===== src/logic/rst_seq_pkg.sv =====
// package: constants, types and helpers of the reset time-out sequencer
package rst_seq_pkg;
  // clock rate and timing figures
  localparam int unsigned CLK_MHZ = 25;
  localparam int unsigned BOR_FILT_US = 100;
  localparam int unsigned BOR_FILT_CYC = BOR_FILT_US * CLK_MHZ;
  localparam int unsigned BOR_CNT_W = 12;
  localparam int unsigned CPU_START_US = 5;
  localparam int unsigned CPU_START_CYC = CPU_START_US * CLK_MHZ;
  localparam int unsigned CPU_CNT_W = 8;
  localparam int unsigned OST_CYCLES = 1024;
  localparam int unsigned POWERUP_DELAY_TIMER_TIME_MS = 72;
  localparam int unsigned RC_OSC_KHZ = 32;
  localparam int unsigned POWERUP_DELAY_TIMER_TICKS_DEF = POWERUP_DELAY_TIMER_TIME_MS * RC_OSC_KHZ;
  // apb register byte offsets
  localparam logic [7:0] ADDR_POWER_STATUS = 8'h00;
  localparam logic [7:0] ADDR_CONFIG = 8'h04;
  localparam logic [7:0] ADDR_SEQ_STATUS = 8'h08;
  localparam logic [7:0] ADDR_RESUME_PC = 8'h0c;
  // power status fields
  localparam int unsigned PS_BOR_BIT = 0;
  localparam int unsigned PS_POR_BIT = 1;
  localparam logic [1:0] PS_RESET = 2'h0;
  // config fields
  localparam int unsigned CFG_POWERUP_DELAY_TIMER_N_BIT = 0;
  localparam int unsigned CFG_BOR_EN_BIT = 1;
  localparam int unsigned CFG_MODE_LSB = 2;
  localparam int unsigned CFG_W = 5;
  localparam logic [4:0] CFG_RESET = 5'h06;
  // asynchronous input positions in the synchroniser bundle
  localparam int unsigned IN_POR = 0;
  localparam int unsigned IN_BOR = 1;
  localparam int unsigned IN_PIN = 2;
  localparam int unsigned IN_RC = 3;
  localparam int unsigned IN_OSC = 4;
  localparam int unsigned IN_W = 5;
  // program counter values
  typedef logic [12:0] pc_t;
  localparam pc_t PC_RESET = 13'h0000;
  localparam pc_t PC_IRQ_VEC = 13'h0004;
  localparam pc_t PC_STEP = 13'h0001;
  // oscillator selection
  typedef enum logic [2:0] {
    OSC_LP = 3'b000, OSC_XT = 3'b001, OSC_HS = 3'b010, OSC_EXTCLK = 3'b011,
    OSC_INTERNAL_RC_OSC = 3'b100, OSC_INTERNAL_RC_OSC_IO = 3'b101, OSC_EXTERNAL_RC_MODE = 3'b110, OSC_EXTERNAL_RC_MODE_IO = 3'b111
  } osc_mode_t;
  // cause of the last reset or wake-up
  typedef enum logic [2:0] {
    CAUSE_POR = 3'b000, CAUSE_BOR = 3'b001, CAUSE_WDT_RST = 3'b010, CAUSE_PIN_RUN = 3'b011,
    CAUSE_PIN_SLEEP = 3'b100, CAUSE_WDT_WAKE = 3'b101, CAUSE_IRQ_WAKE = 3'b110
  } cause_t;
  // sequencer states
  typedef enum logic [2:0] {
    ST_RUN = 3'b000, ST_HOLD = 3'b001, ST_POWERUP_DELAY_TIMER = 3'b010, ST_OST = 3'b011, ST_FINISH = 3'b100
  } state_t;
  // crystal style modes need the oscillator start-up count
  function automatic logic is_crystal(input osc_mode_t m);
    return (m == OSC_LP) || (m == OSC_XT) || (m == OSC_HS);
  endfunction
  // supply related causes run the full time-out sequence
  function automatic logic is_power(input cause_t c);
    return (c == CAUSE_POR) || (c == CAUSE_BOR);
  endfunction
  // wake-ups resume the core instead of resetting it
  function automatic logic is_wake(input cause_t c);
    return (c == CAUSE_WDT_WAKE) || (c == CAUSE_IRQ_WAKE);
  endfunction
endpackage


===== src/logic/delay_if.sv =====
// interface between the sequencer and one of its delay counters
interface delay_if;
  logic start; // one-cycle restart from zero
  logic tick; // one-cycle count event
  logic done; // level, delay expired
  modport ctl (output start, output tick, input done);
  modport cnt (input start, input tick, output done);
endinterface


===== src/logic/input_sync.sv =====
// three-stage synchroniser with agreement filter for asynchronous inputs
module input_sync #(
  parameter int unsigned W = 1
) (
  // clock and reset
  input wire logic clk,
  input wire logic rst_n,
  // raw inputs and filtered results
  input wire logic [W-1:0] async_in,
  output logic [W-1:0] level,
  output logic [W-1:0] rise,
  output logic [W-1:0] fall
);
  logic [W-1:0] s1_r; // metastability catcher, read only by s2_r
  logic [W-1:0] s2_r;
  logic [W-1:0] s3_r;
  logic [W-1:0] lvl_r; // accepted level
  logic [W-1:0] lvl_nxt;

  // a change is accepted only once stages two and three agree
  always_comb
  begin
    lvl_nxt = lvl_r;
    for (int i = 0; i < W; i++)
    begin
      if (s2_r[i] == s3_r[i])
      begin
        lvl_nxt[i] = s3_r[i];
      end
    end
  end

  // synchroniser chain and accepted level
  always_ff @(posedge clk or negedge rst_n)
  begin
    if (!rst_n)
    begin
      s1_r <= '0;
      s2_r <= '0;
      s3_r <= '0;
      lvl_r <= '0;
    end
    else
    begin
      s1_r <= async_in;
      s2_r <= s1_r;
      s3_r <= s2_r;
      lvl_r <= lvl_nxt;
    end
  end

  assign level = lvl_r;
  assign rise = lvl_nxt & ~lvl_r;
  assign fall = ~lvl_nxt & lvl_r;
endmodule


===== src/logic/delay_counter.sv =====
// tick counter that flags expiry after a fixed number of ticks
module delay_counter #(
  parameter int unsigned LIMIT = 1024,
  parameter int unsigned W = $clog2(LIMIT + 1)
) (
  // clock and reset
  input wire logic clk,
  input wire logic rst_n,
  // control from the sequencer
  delay_if.cnt dly
);
  logic [W-1:0] cnt_r; // ticks seen since start
  logic run_r; // counting
  logic done_r; // expired

  // start always wins, so a restart mid-count begins from zero again
  always_ff @(posedge clk or negedge rst_n)
  begin
    if (!rst_n)
    begin
      cnt_r <= '0;
      run_r <= 1'b0;
      done_r <= 1'b0;
    end
    else if (dly.start)
    begin
      cnt_r <= '0;
      run_r <= 1'b1;
      done_r <= 1'b0;
    end
    else if (run_r && dly.tick)
    begin
      cnt_r <= cnt_r + W'(1);
      if (cnt_r == W'(LIMIT - 1))
      begin
        run_r <= 1'b0;
        done_r <= 1'b1;
      end
    end
  end

  assign dly.done = done_r;
endmodule


===== src/logic/reset_timeout_sequencer.sv =====
// reset time-out sequencer: sources, delays, cause flags and apb registers
//
// Behaviour
// - supply rise starts time-out sequence
// - power-up delay holds reset, RC clocked
// - power-up delay only when enable_n clear
// - oscillator count 1024 after power-up delay
// - oscillator count: crystal modes, power/wake only
// - brownout_enable turns brown-out reset on
// - low supply beyond filter time resets
// - brown-out holds until supply recovers
// - low supply during delay restarts it
// - brown-out and power-up enables independent
// - delays in order, release after last
// - pin held past delays releases immediately
// - brown-out flag cleared by brown-out reset
// - brown-out flag meaningless when disabled
// - power-on flag cleared only by power-on
// - core start-up delay on power/wake
// - timeout and sleep flags encode cause
// - resets load zero, wakes resume
// - status upper bits per cause
// - power status changes only on power/brown-out
// - watchdog reset never drives the pin
// - watchdog wake leaves registers unchanged
module reset_timeout_sequencer #(
  parameter int unsigned POWERUP_DELAY_TIMER_TICKS = rst_seq_pkg::POWERUP_DELAY_TIMER_TICKS_DEF,
  parameter int unsigned OST_TICKS = rst_seq_pkg::OST_CYCLES
) (
  // clock and reset
  input wire logic pclk,
  input wire logic presetn,
  // apb slave
  input wire logic psel,
  input wire logic penable,
  input wire logic pwrite,
  input wire logic [7:0] paddr,
  input wire logic [31:0] pwdata,
  output logic [31:0] prdata,
  output logic pready,
  output logic pslverr,
  // asynchronous detectors, pin and oscillator inputs
  input wire logic por_detect,
  input wire logic brownout_low,
  input wire logic ext_reset_pin_n,
  input wire logic internal_rc_osc,
  input wire logic osc1_clk_in,
  // core side, same clock
  input wire logic watchdog_timeout,
  input wire logic sleep_active,
  input wire logic irq_wake,
  input wire logic global_irq_enable,
  input wire rst_seq_pkg::pc_t core_pc,
  // core control
  output logic core_reset_r,
  output logic wake_hold_r,
  output logic pc_load_r,
  output rst_seq_pkg::pc_t pc_value_r,
  output logic status_bank_clr_r,
  output logic timeout_flag_n_r,
  output logic sleep_entered_flag_n_r
);
  import rst_seq_pkg::*;

  ////////////////////////////////////////////////////////////////////////////////
  // input synchronisation and delay counters

  logic [IN_W-1:0] in_lvl; // filtered levels
  logic [IN_W-1:0] in_rise; // filtered rising edges
  logic [IN_W-1:0] in_fall; // filtered falling edges
  delay_if powerup_delay_timer_if ();
  delay_if ost_if ();

  // every pin and foreign clock passes the three-stage filter
  input_sync #(.W(IN_W)) u_sync (
    .clk (pclk),
    .rst_n (presetn),
    .async_in ({osc1_clk_in, internal_rc_osc, ext_reset_pin_n, brownout_low, por_detect}),
    .level (in_lvl),
    .rise (in_rise),
    .fall (in_fall)
  );

  // power-up delay, counted on internal RC edges
  delay_counter #(.LIMIT(POWERUP_DELAY_TIMER_TICKS)) u_powerup_delay_timer (
    .clk (pclk),
    .rst_n (presetn),
    .dly (powerup_delay_timer_if.cnt)
  );

  // oscillator start-up count, on external oscillator edges
  delay_counter #(.LIMIT(OST_TICKS)) u_ost (
    .clk (pclk),
    .rst_n (presetn),
    .dly (ost_if.cnt)
  );

  ////////////////////////////////////////////////////////////////////////////////
  // registers and state

  state_t state_r; // sequencer state
  state_t state_nxt;
  cause_t cause_r; // cause being served / last served
  cause_t cause_nxt;
  logic [1:0] pstat_r; // power status flags
  logic [CFG_W-1:0] cfg_r; // configuration bits
  logic [BOR_CNT_W-1:0] bor_cnt_r; // brown-out filter count
  logic [CPU_CNT_W-1:0] cpu_cnt_r; // core start-up count
  logic cpu_done_r; // core start-up delay over
  logic pready_r;
  logic pslverr_r;
  logic [31:0] prdata_r;

  // decoded config
  logic cfg_powerup_delay_timer_n;
  logic cfg_bor_en;
  osc_mode_t cfg_mode;
  assign cfg_powerup_delay_timer_n = cfg_r[CFG_POWERUP_DELAY_TIMER_N_BIT];
  assign cfg_bor_en = cfg_r[CFG_BOR_EN_BIT];
  assign cfg_mode = osc_mode_t'(cfg_r[CFG_MODE_LSB +: 3]);

  // source conditions
  logic pin_low; // pin held low
  logic bor_hold; // low supply, brown-out enabled
  logic bor_trip; // low supply outlasted the filter
  logic ev_valid; // a new source this cycle
  cause_t ev_cause;
  logic seq_done; // every required delay is over
  logic wr_en; // apb write commits
  assign pin_low = !in_lvl[IN_PIN];
  assign bor_hold = cfg_bor_en && in_lvl[IN_BOR];
  assign bor_trip = bor_hold && (bor_cnt_r == BOR_CNT_W'(BOR_FILT_CYC - 1));
  assign wr_en = psel && penable && pready_r && pwrite;

  ////////////////////////////////////////////////////////////////////////////////
  // source arbitration

  // priority: supply rise, brown-out, pin, watchdog, interrupt wake
  always_comb
  begin
    ev_valid = 1'b1;
    ev_cause = CAUSE_POR;
    if (in_rise[IN_POR])
    begin
      ev_cause = CAUSE_POR;
    end
    else if (bor_trip)
    begin
      ev_cause = CAUSE_BOR;
    end
    else if ((state_r == ST_RUN) ? pin_low : in_fall[IN_PIN])
    begin
      // a pin edge during a power sequence keeps the power cause
      if (state_r != ST_RUN && is_power(cause_r))
        ev_cause = cause_r;
      else
        ev_cause = sleep_active ? CAUSE_PIN_SLEEP : CAUSE_PIN_RUN;
    end
    else if (state_r == ST_RUN && watchdog_timeout)
    begin
      // watchdog only resets inside; the pin is an input here only
      ev_cause = sleep_active ? CAUSE_WDT_WAKE : CAUSE_WDT_RST;
    end
    else if (state_r == ST_RUN && irq_wake && sleep_active)
    begin
      ev_cause = CAUSE_IRQ_WAKE;
    end
    else
    begin
      ev_valid = 1'b0;
    end
  end

  ////////////////////////////////////////////////////////////////////////////////
  // sequencer

  // core start-up delay only matters for power causes and wakes
  assign seq_done = cpu_done_r || !(is_power(cause_r) || is_wake(cause_r));

  // next state: hold, power-up delay, oscillator count, then release
  always_comb
  begin
    state_nxt = state_r;
    cause_nxt = cause_r;
    case (state_r)
      ST_RUN:
      begin
        if (ev_valid && is_wake(ev_cause))
          state_nxt = is_crystal(cfg_mode) ? ST_OST : ST_FINISH;
        else if (ev_valid)
          state_nxt = ST_HOLD;
      end
      ST_HOLD:
      begin
        if (!bor_hold)
        begin
          if (!is_power(cause_r))
            state_nxt = ST_FINISH;
          else if (!cfg_powerup_delay_timer_n)
            state_nxt = ST_POWERUP_DELAY_TIMER;
          else
            state_nxt = is_crystal(cfg_mode) ? ST_OST : ST_FINISH;
        end
      end
      ST_POWERUP_DELAY_TIMER:
      begin
        if (powerup_delay_timer_if.done)
          state_nxt = is_crystal(cfg_mode) ? ST_OST : ST_FINISH;
      end
      ST_OST:
      begin
        if (ost_if.done)
          state_nxt = ST_FINISH;
      end
      ST_FINISH:
      begin
        // with delays already over, the pin edge releases at once
        if (seq_done && (!pin_low || is_wake(cause_r)))
          state_nxt = ST_RUN;
      end
      default:
      begin
        state_nxt = ST_HOLD;
      end
    endcase
    // a new source during the sequence restarts it from the hold
    if (ev_valid)
    begin
      cause_nxt = ev_cause;
      if (state_r != ST_RUN)
        state_nxt = ST_HOLD;
    end
  end

  // start pulses and ticks for the delay counters
  assign powerup_delay_timer_if.start = (state_nxt == ST_POWERUP_DELAY_TIMER) && (state_r != ST_POWERUP_DELAY_TIMER);
  assign powerup_delay_timer_if.tick = in_rise[IN_RC];
  assign ost_if.start = (state_nxt == ST_OST) && (state_r != ST_OST);
  assign ost_if.tick = in_rise[IN_OSC];

  // state and cause; reset itself counts as a power-on
  always_ff @(posedge pclk or negedge presetn)
  begin
    if (!presetn)
    begin
      state_r <= ST_HOLD;
      cause_r <= CAUSE_POR;
    end
    else
    begin
      state_r <= state_nxt;
      cause_r <= cause_nxt;
    end
  end

  // brown-out filter: any gap in the low indication starts over
  always_ff @(posedge pclk or negedge presetn)
  begin
    if (!presetn)
      bor_cnt_r <= '0;
    else if (!bor_hold)
      bor_cnt_r <= '0;
    else if (bor_cnt_r != BOR_CNT_W'(BOR_FILT_CYC))
      bor_cnt_r <= bor_cnt_r + BOR_CNT_W'(1);
  end

  // core start-up delay runs alongside the other timers
  always_ff @(posedge pclk or negedge presetn)
  begin
    if (!presetn)
    begin
      cpu_cnt_r <= '0;
      cpu_done_r <= 1'b0;
    end
    else if (state_r == ST_RUN || state_r == ST_HOLD)
    begin
      cpu_cnt_r <= '0;
      cpu_done_r <= 1'b0;
    end
    else if (!cpu_done_r)
    begin
      cpu_cnt_r <= cpu_cnt_r + CPU_CNT_W'(1);
      cpu_done_r <= (cpu_cnt_r == CPU_CNT_W'(CPU_START_CYC - 1));
    end
  end

  ////////////////////////////////////////////////////////////////////////////////
  // core outputs

  // separate reset and wake holds; wakes stall the core instead of resetting it
  always_ff @(posedge pclk or negedge presetn)
  begin
    if (!presetn)
    begin
      core_reset_r <= 1'b1;
      wake_hold_r <= 1'b0;
    end
    else
    begin
      core_reset_r <= (state_nxt != ST_RUN) && !is_wake(cause_nxt);
      wake_hold_r <= (state_nxt != ST_RUN) && is_wake(cause_nxt);
    end
  end

  // program counter and status bank load on release
  always_ff @(posedge pclk or negedge presetn)
  begin
    if (!presetn)
    begin
      pc_load_r <= 1'b0;
      pc_value_r <= PC_RESET;
      status_bank_clr_r <= 1'b0;
    end
    else
    begin
      pc_load_r <= (state_r == ST_FINISH) && (state_nxt == ST_RUN);
      status_bank_clr_r <= (state_r == ST_FINISH) && (state_nxt == ST_RUN) &&
        !is_wake(cause_r);
      if (cause_r == CAUSE_IRQ_WAKE && global_irq_enable)
        pc_value_r <= PC_IRQ_VEC;
      else if (is_wake(cause_r))
        pc_value_r <= core_pc + PC_STEP;
      else
        pc_value_r <= PC_RESET;
    end
  end

  // timeout and sleep flags follow the captured cause
  always_ff @(posedge pclk or negedge presetn)
  begin
    if (!presetn)
    begin
      timeout_flag_n_r <= 1'b1;
      sleep_entered_flag_n_r <= 1'b1;
    end
    else if (ev_valid)
    begin
      case (ev_cause)
        CAUSE_POR, CAUSE_BOR:
        begin
          timeout_flag_n_r <= 1'b1;
          sleep_entered_flag_n_r <= 1'b1;
        end
        CAUSE_WDT_RST:
        begin
          timeout_flag_n_r <= 1'b0;
          sleep_entered_flag_n_r <= 1'b1;
        end
        CAUSE_WDT_WAKE:
        begin
          timeout_flag_n_r <= 1'b0;
          sleep_entered_flag_n_r <= 1'b0;
        end
        CAUSE_PIN_SLEEP, CAUSE_IRQ_WAKE:
        begin
          timeout_flag_n_r <= 1'b1;
          sleep_entered_flag_n_r <= 1'b0;
        end
        default:
        begin
          // pin reset while running leaves both flags alone
          timeout_flag_n_r <= timeout_flag_n_r;
          sleep_entered_flag_n_r <= sleep_entered_flag_n_r;
        end
      endcase
    end
  end

  ////////////////////////////////////////////////////////////////////////////////
  // apb registers

  // power status: software sets, hardware clear wins in the same cycle
  always_ff @(posedge pclk or negedge presetn)
  begin
    if (!presetn)
      pstat_r <= PS_RESET;
    else
    begin
      if (wr_en && paddr == ADDR_POWER_STATUS)
        pstat_r <= pwdata[1:0];
      if (ev_valid && ev_cause == CAUSE_POR)
        pstat_r[PS_POR_BIT] <= 1'b0;
      if (ev_valid && ev_cause == CAUSE_BOR)
        pstat_r[PS_BOR_BIT] <= 1'b0;
    end
  end

  // configuration bits steer the sequence
  always_ff @(posedge pclk or negedge presetn)
  begin
    if (!presetn)
      cfg_r <= CFG_RESET;
    else if (wr_en && paddr == ADDR_CONFIG)
      cfg_r <= pwdata[CFG_W-1:0];
  end

  // no wait state: data and answer are prepared in the setup cycle
  always_ff @(posedge pclk or negedge presetn)
  begin
    if (!presetn)
    begin
      pready_r <= 1'b0;
      pslverr_r <= 1'b0;
      prdata_r <= '0;
    end
    else
    begin
      pready_r <= psel && !penable;
      pslverr_r <= 1'b0;
      if (psel && !penable)
      begin
        case (paddr)
          ADDR_POWER_STATUS: prdata_r <= {30'h0, pstat_r};
          ADDR_CONFIG: prdata_r <= {27'h0, cfg_r};
          ADDR_SEQ_STATUS: prdata_r <= {22'h0, wake_hold_r, core_reset_r, cause_r,
            state_r, timeout_flag_n_r, sleep_entered_flag_n_r};
          ADDR_RESUME_PC: prdata_r <= {19'h0, pc_value_r};
          default:
          begin
            prdata_r <= '0;
            pslverr_r <= 1'b1; // unmapped address
          end
        endcase
      end
    end
  end

  assign pready = pready_r;
  assign pslverr = pslverr_r;
  assign prdata = prdata_r;
endmodule


===== config.mk =====
export PLATFORM = sky130hd
export DESIGN_NAME = reset_timeout_sequencer
export DESIGN_NICKNAME = d
export VERILOG_FILES = /design/src/logic/rst_seq_pkg.sv /design/src/logic/delay_if.sv /design/src/logic/input_sync.sv /design/src/logic/delay_counter.sv /design/src/logic/reset_timeout_sequencer.sv
export SDC_FILE = /design/constraint.sdc
export NUM_CORES = 1
export LEC_CHECK = 0
export BUFFER_PORTS_ARGS = -buffer_cell sky130_fd_sc_hd__buf_2
export CAP_MARGIN = 40
export CORE_MARGIN = 3
export CORE_UTILIZATION = 30
export DETAILED_ROUTE_END_ITERATION = 12
export HOLD_SLACK_MARGIN = 0.02
export PLACE_DENSITY = 0.54
export SYNTH_ARGS = -nofsm -noshare
export SYNTH_HDL_FRONTEND = slang
export SYNTH_HIERARCHICAL = 1
export SYNTH_SLANG_ARGS = --single-unit

===== constraint.sdc =====
create_clock -name pclk -period 6.9 [get_ports pclk]
set_clock_uncertainty 0.05 [all_clocks]
set_input_delay 1.38 -clock pclk [delete_from_list [all_inputs] [get_ports pclk]]
set_output_delay 1.38 -clock pclk [all_outputs]
set_load 0.01 [all_outputs]

==> run metrics <==
CP max-delay cell or4_1; CP endpoint kind register; worst skew pair latency 0.42 ns; Clock transition at path regs 0.05 ns; Lkg Pwr 3.16 nW; Bufs on Longest Clock Path 2; IO Count 120; Finished Core Util 37.3%; vias in the first global route 4197; grt ovf 0; CP required 7.15 ns; GRT Total Usage 12.9%; multi-input logic area 2470 µm²; HP Class reg -> reg; initial antenna violation count 0; FP Rows 49; class of the most critical setup path in -> reg; Setup Viol. Count Final 0; cts hold-fix bufs 0; CP Launch Type input pin; Mean Syn Cell Area 10.5 µm²; total wire length 12700 µm; PwrDens 332 nW/µm²; Num Clock Sinks 115; crit share post-route 50.6%; RR Startpoint u_sync/level[2]; register area 2890 µm²; Finished Layout Cells 851; Post-CTS Resized 0; synthesized area 5580 µm²; vias post-DR 4144; Ys Warns 6; TNS Setup 0 ns; WP data arrival 3.74 ns; synthesized instance count 534; worst-path cell chain buf_2, nor2b_1, mux2i_1, a211oi_1, o32ai_2, and2b_1, o211a_1, nand2b_1, or4_1, o22a_1; Chip Height 142 µm; starting density of the core 30.8%; full die area 20300 µm²; Period minus WS final 3.49 ns; GP Congestion 0.872; layout cells sized above 1 23.2%; Post-DP HPWL 9160 µm; I/O Buffers 73; Max IR drop VDD 0.205 mV; Total Nets Final 683; initial detailed-routing violation count 192; Clock Tree Root clkbuf_16; final hold vios 0; CP max FO 15; Avg WL per Cell 14.9 µm; largest net degree at the start of global routing 47; worst hold path startpoint u_sync/s1_r[0]; post-route antenna net violation count 0; largest stage delay on the critical path 0.43 ns; first-pass GRT wire length 20700 µm; RSZ-0062 raised after global routing false; Max-Cap Viols 0; CTS Buf Count 17; CTS tree done; ant diodes 0; htree depth 4; fmax 0.287 GHz; CP Buf/Inv Count 1; Vias/cell 4.87; # DRC 0; Area Growth Syn to Fin 21.5%; status finished clean; reg2reg setup slack 3.55 ns; Slew Limit Fails 0; top cell family by delay on the critical path simple AND/OR/NAND/NOR gates; placed cell count 819; Setup crit start watchdog_timeout; Worst-Margin Slew 0.670 ns; Die W 142 µm; DRT Pass-1 Iters 4; FILL cells 1757; core area 18100 µm²; Worst slew margin 55.3%; setup repair bufs after CTS 0
final timing paths:
| check | to | depth (start not counted) |
|---|---|---|
| worst max-delay path | u_powerup_delay_timer/run_r | 10 |
| worst min-delay path | u_sync/s2_r[0] | 0 |
| worst max register to register | u_powerup_delay_timer/dly.done | 9 |
| worst min register to register | u_sync/s2_r[0] | 0 |
| max in group asynchronous | cfg_r[2] | 3 |
| min in group asynchronous | u_sync/s1_r[3] | 1 |
routing by layer:
metal	global-route usage [%]	routed length, µm
met1	16.1	5600
met2	20.8	6140
met3	4.03	733
met4	5.20	198
met5	0	0
through the flow:
| stage | hold slack [ns] | setup slack (ns) | total power, W | area [µm²] |
|---|---|---|---|---|
| global placement | 0.284 | 3.03 | 0.00126 | 6080 |
| CTS | 0.298 | 3.43 | 0.00228 | 6780 |
| detailed placement | 0.286 | 2.99 | 0.00128 | 6120 |
| global route | 0.299 | 3.22 | 0.00237 | 6780 |
| floorplan | 0.281 | 3.55 | 0.00115 | 5650 |
| finish | 0.294 | 3.41 | 0.00225 | 6780 |
cell usage in the layout (no fill, tap or decap), drive strengths merged, types with 3 or more instances in the layout:
master,n
dfrtp,109
buf,76
nor2,62
nand2,37
xor2,30
nand3,30
clkbuf,23
o21ai,21
a21oi,20
conb,19
inv,18
mux2i,13
and3,13
xnor2,10
nand4,10
nor2b,9
mux2,9
ha,7
or4,6
dfstp,6
nor3,6
or3,6
nand2b,5
bufinv,5
maj3,5
and3b,5
nor4,4
a22oi,4
o31ai,4
clkinv,4
nor3b,3
a2bb2oi,3
a21o,3
a32o,3
and4,3
worst register-to-register path, cell delays in order (launching register included):
cell	delay (ns)
dfrtp_1	0.45
nor3b_1	0.60
o21ai_0	0.32
a211o_2	0.43
o32ai_2	0.32
and2b_1	0.21
o211a_1	0.45
nand2b_1	0.19
or4_1	0.13
o22ai_1	0.06
flip-flops by register name (all words and copies together), names as in the netlist, 2 cells and up:
| register | flops |
|---|---|
| state_r | 3 |
| u_ost/cnt_r | 11 |
| u_powerup_delay_timer/cnt_r | 12 |
| pc_value_r | 13 |
| u_sync/s3_r | 5 |
| u_sync/level | 5 |
| u_sync/s1_r | 5 |
| prdata | 13 |
| cause_r | 3 |
| bor_cnt_r | 12 |
| pstat_r | 2 |
| cfg_r | 5 |
| cpu_cnt_r | 8 |
| u_sync/s2_r | 5 |
power by group:
| group | switching [W] | leakage (nW) | internal, W |
|---|---|---|---|
| clock | 0.000305 | 0.327 | 0.000677 |
| combinational | 0.000247 | 1.32 | 0.000172 |
| sequential | 0.0000947 | 1.51 | 0.000758 |
| total | 0.000646 | 3.16 | 0.00161 |
layout make-up:
class	count	share of cell area [%]
repair buffers	76	6.02
flip-flops and latches	115	42.6
inverters	18	0.997
clock buffers	23	7.20
clock inverters	9	2.57
well taps	229	4.23
multi-input cells	381	36.4
(Power assumes the default switching activity.)
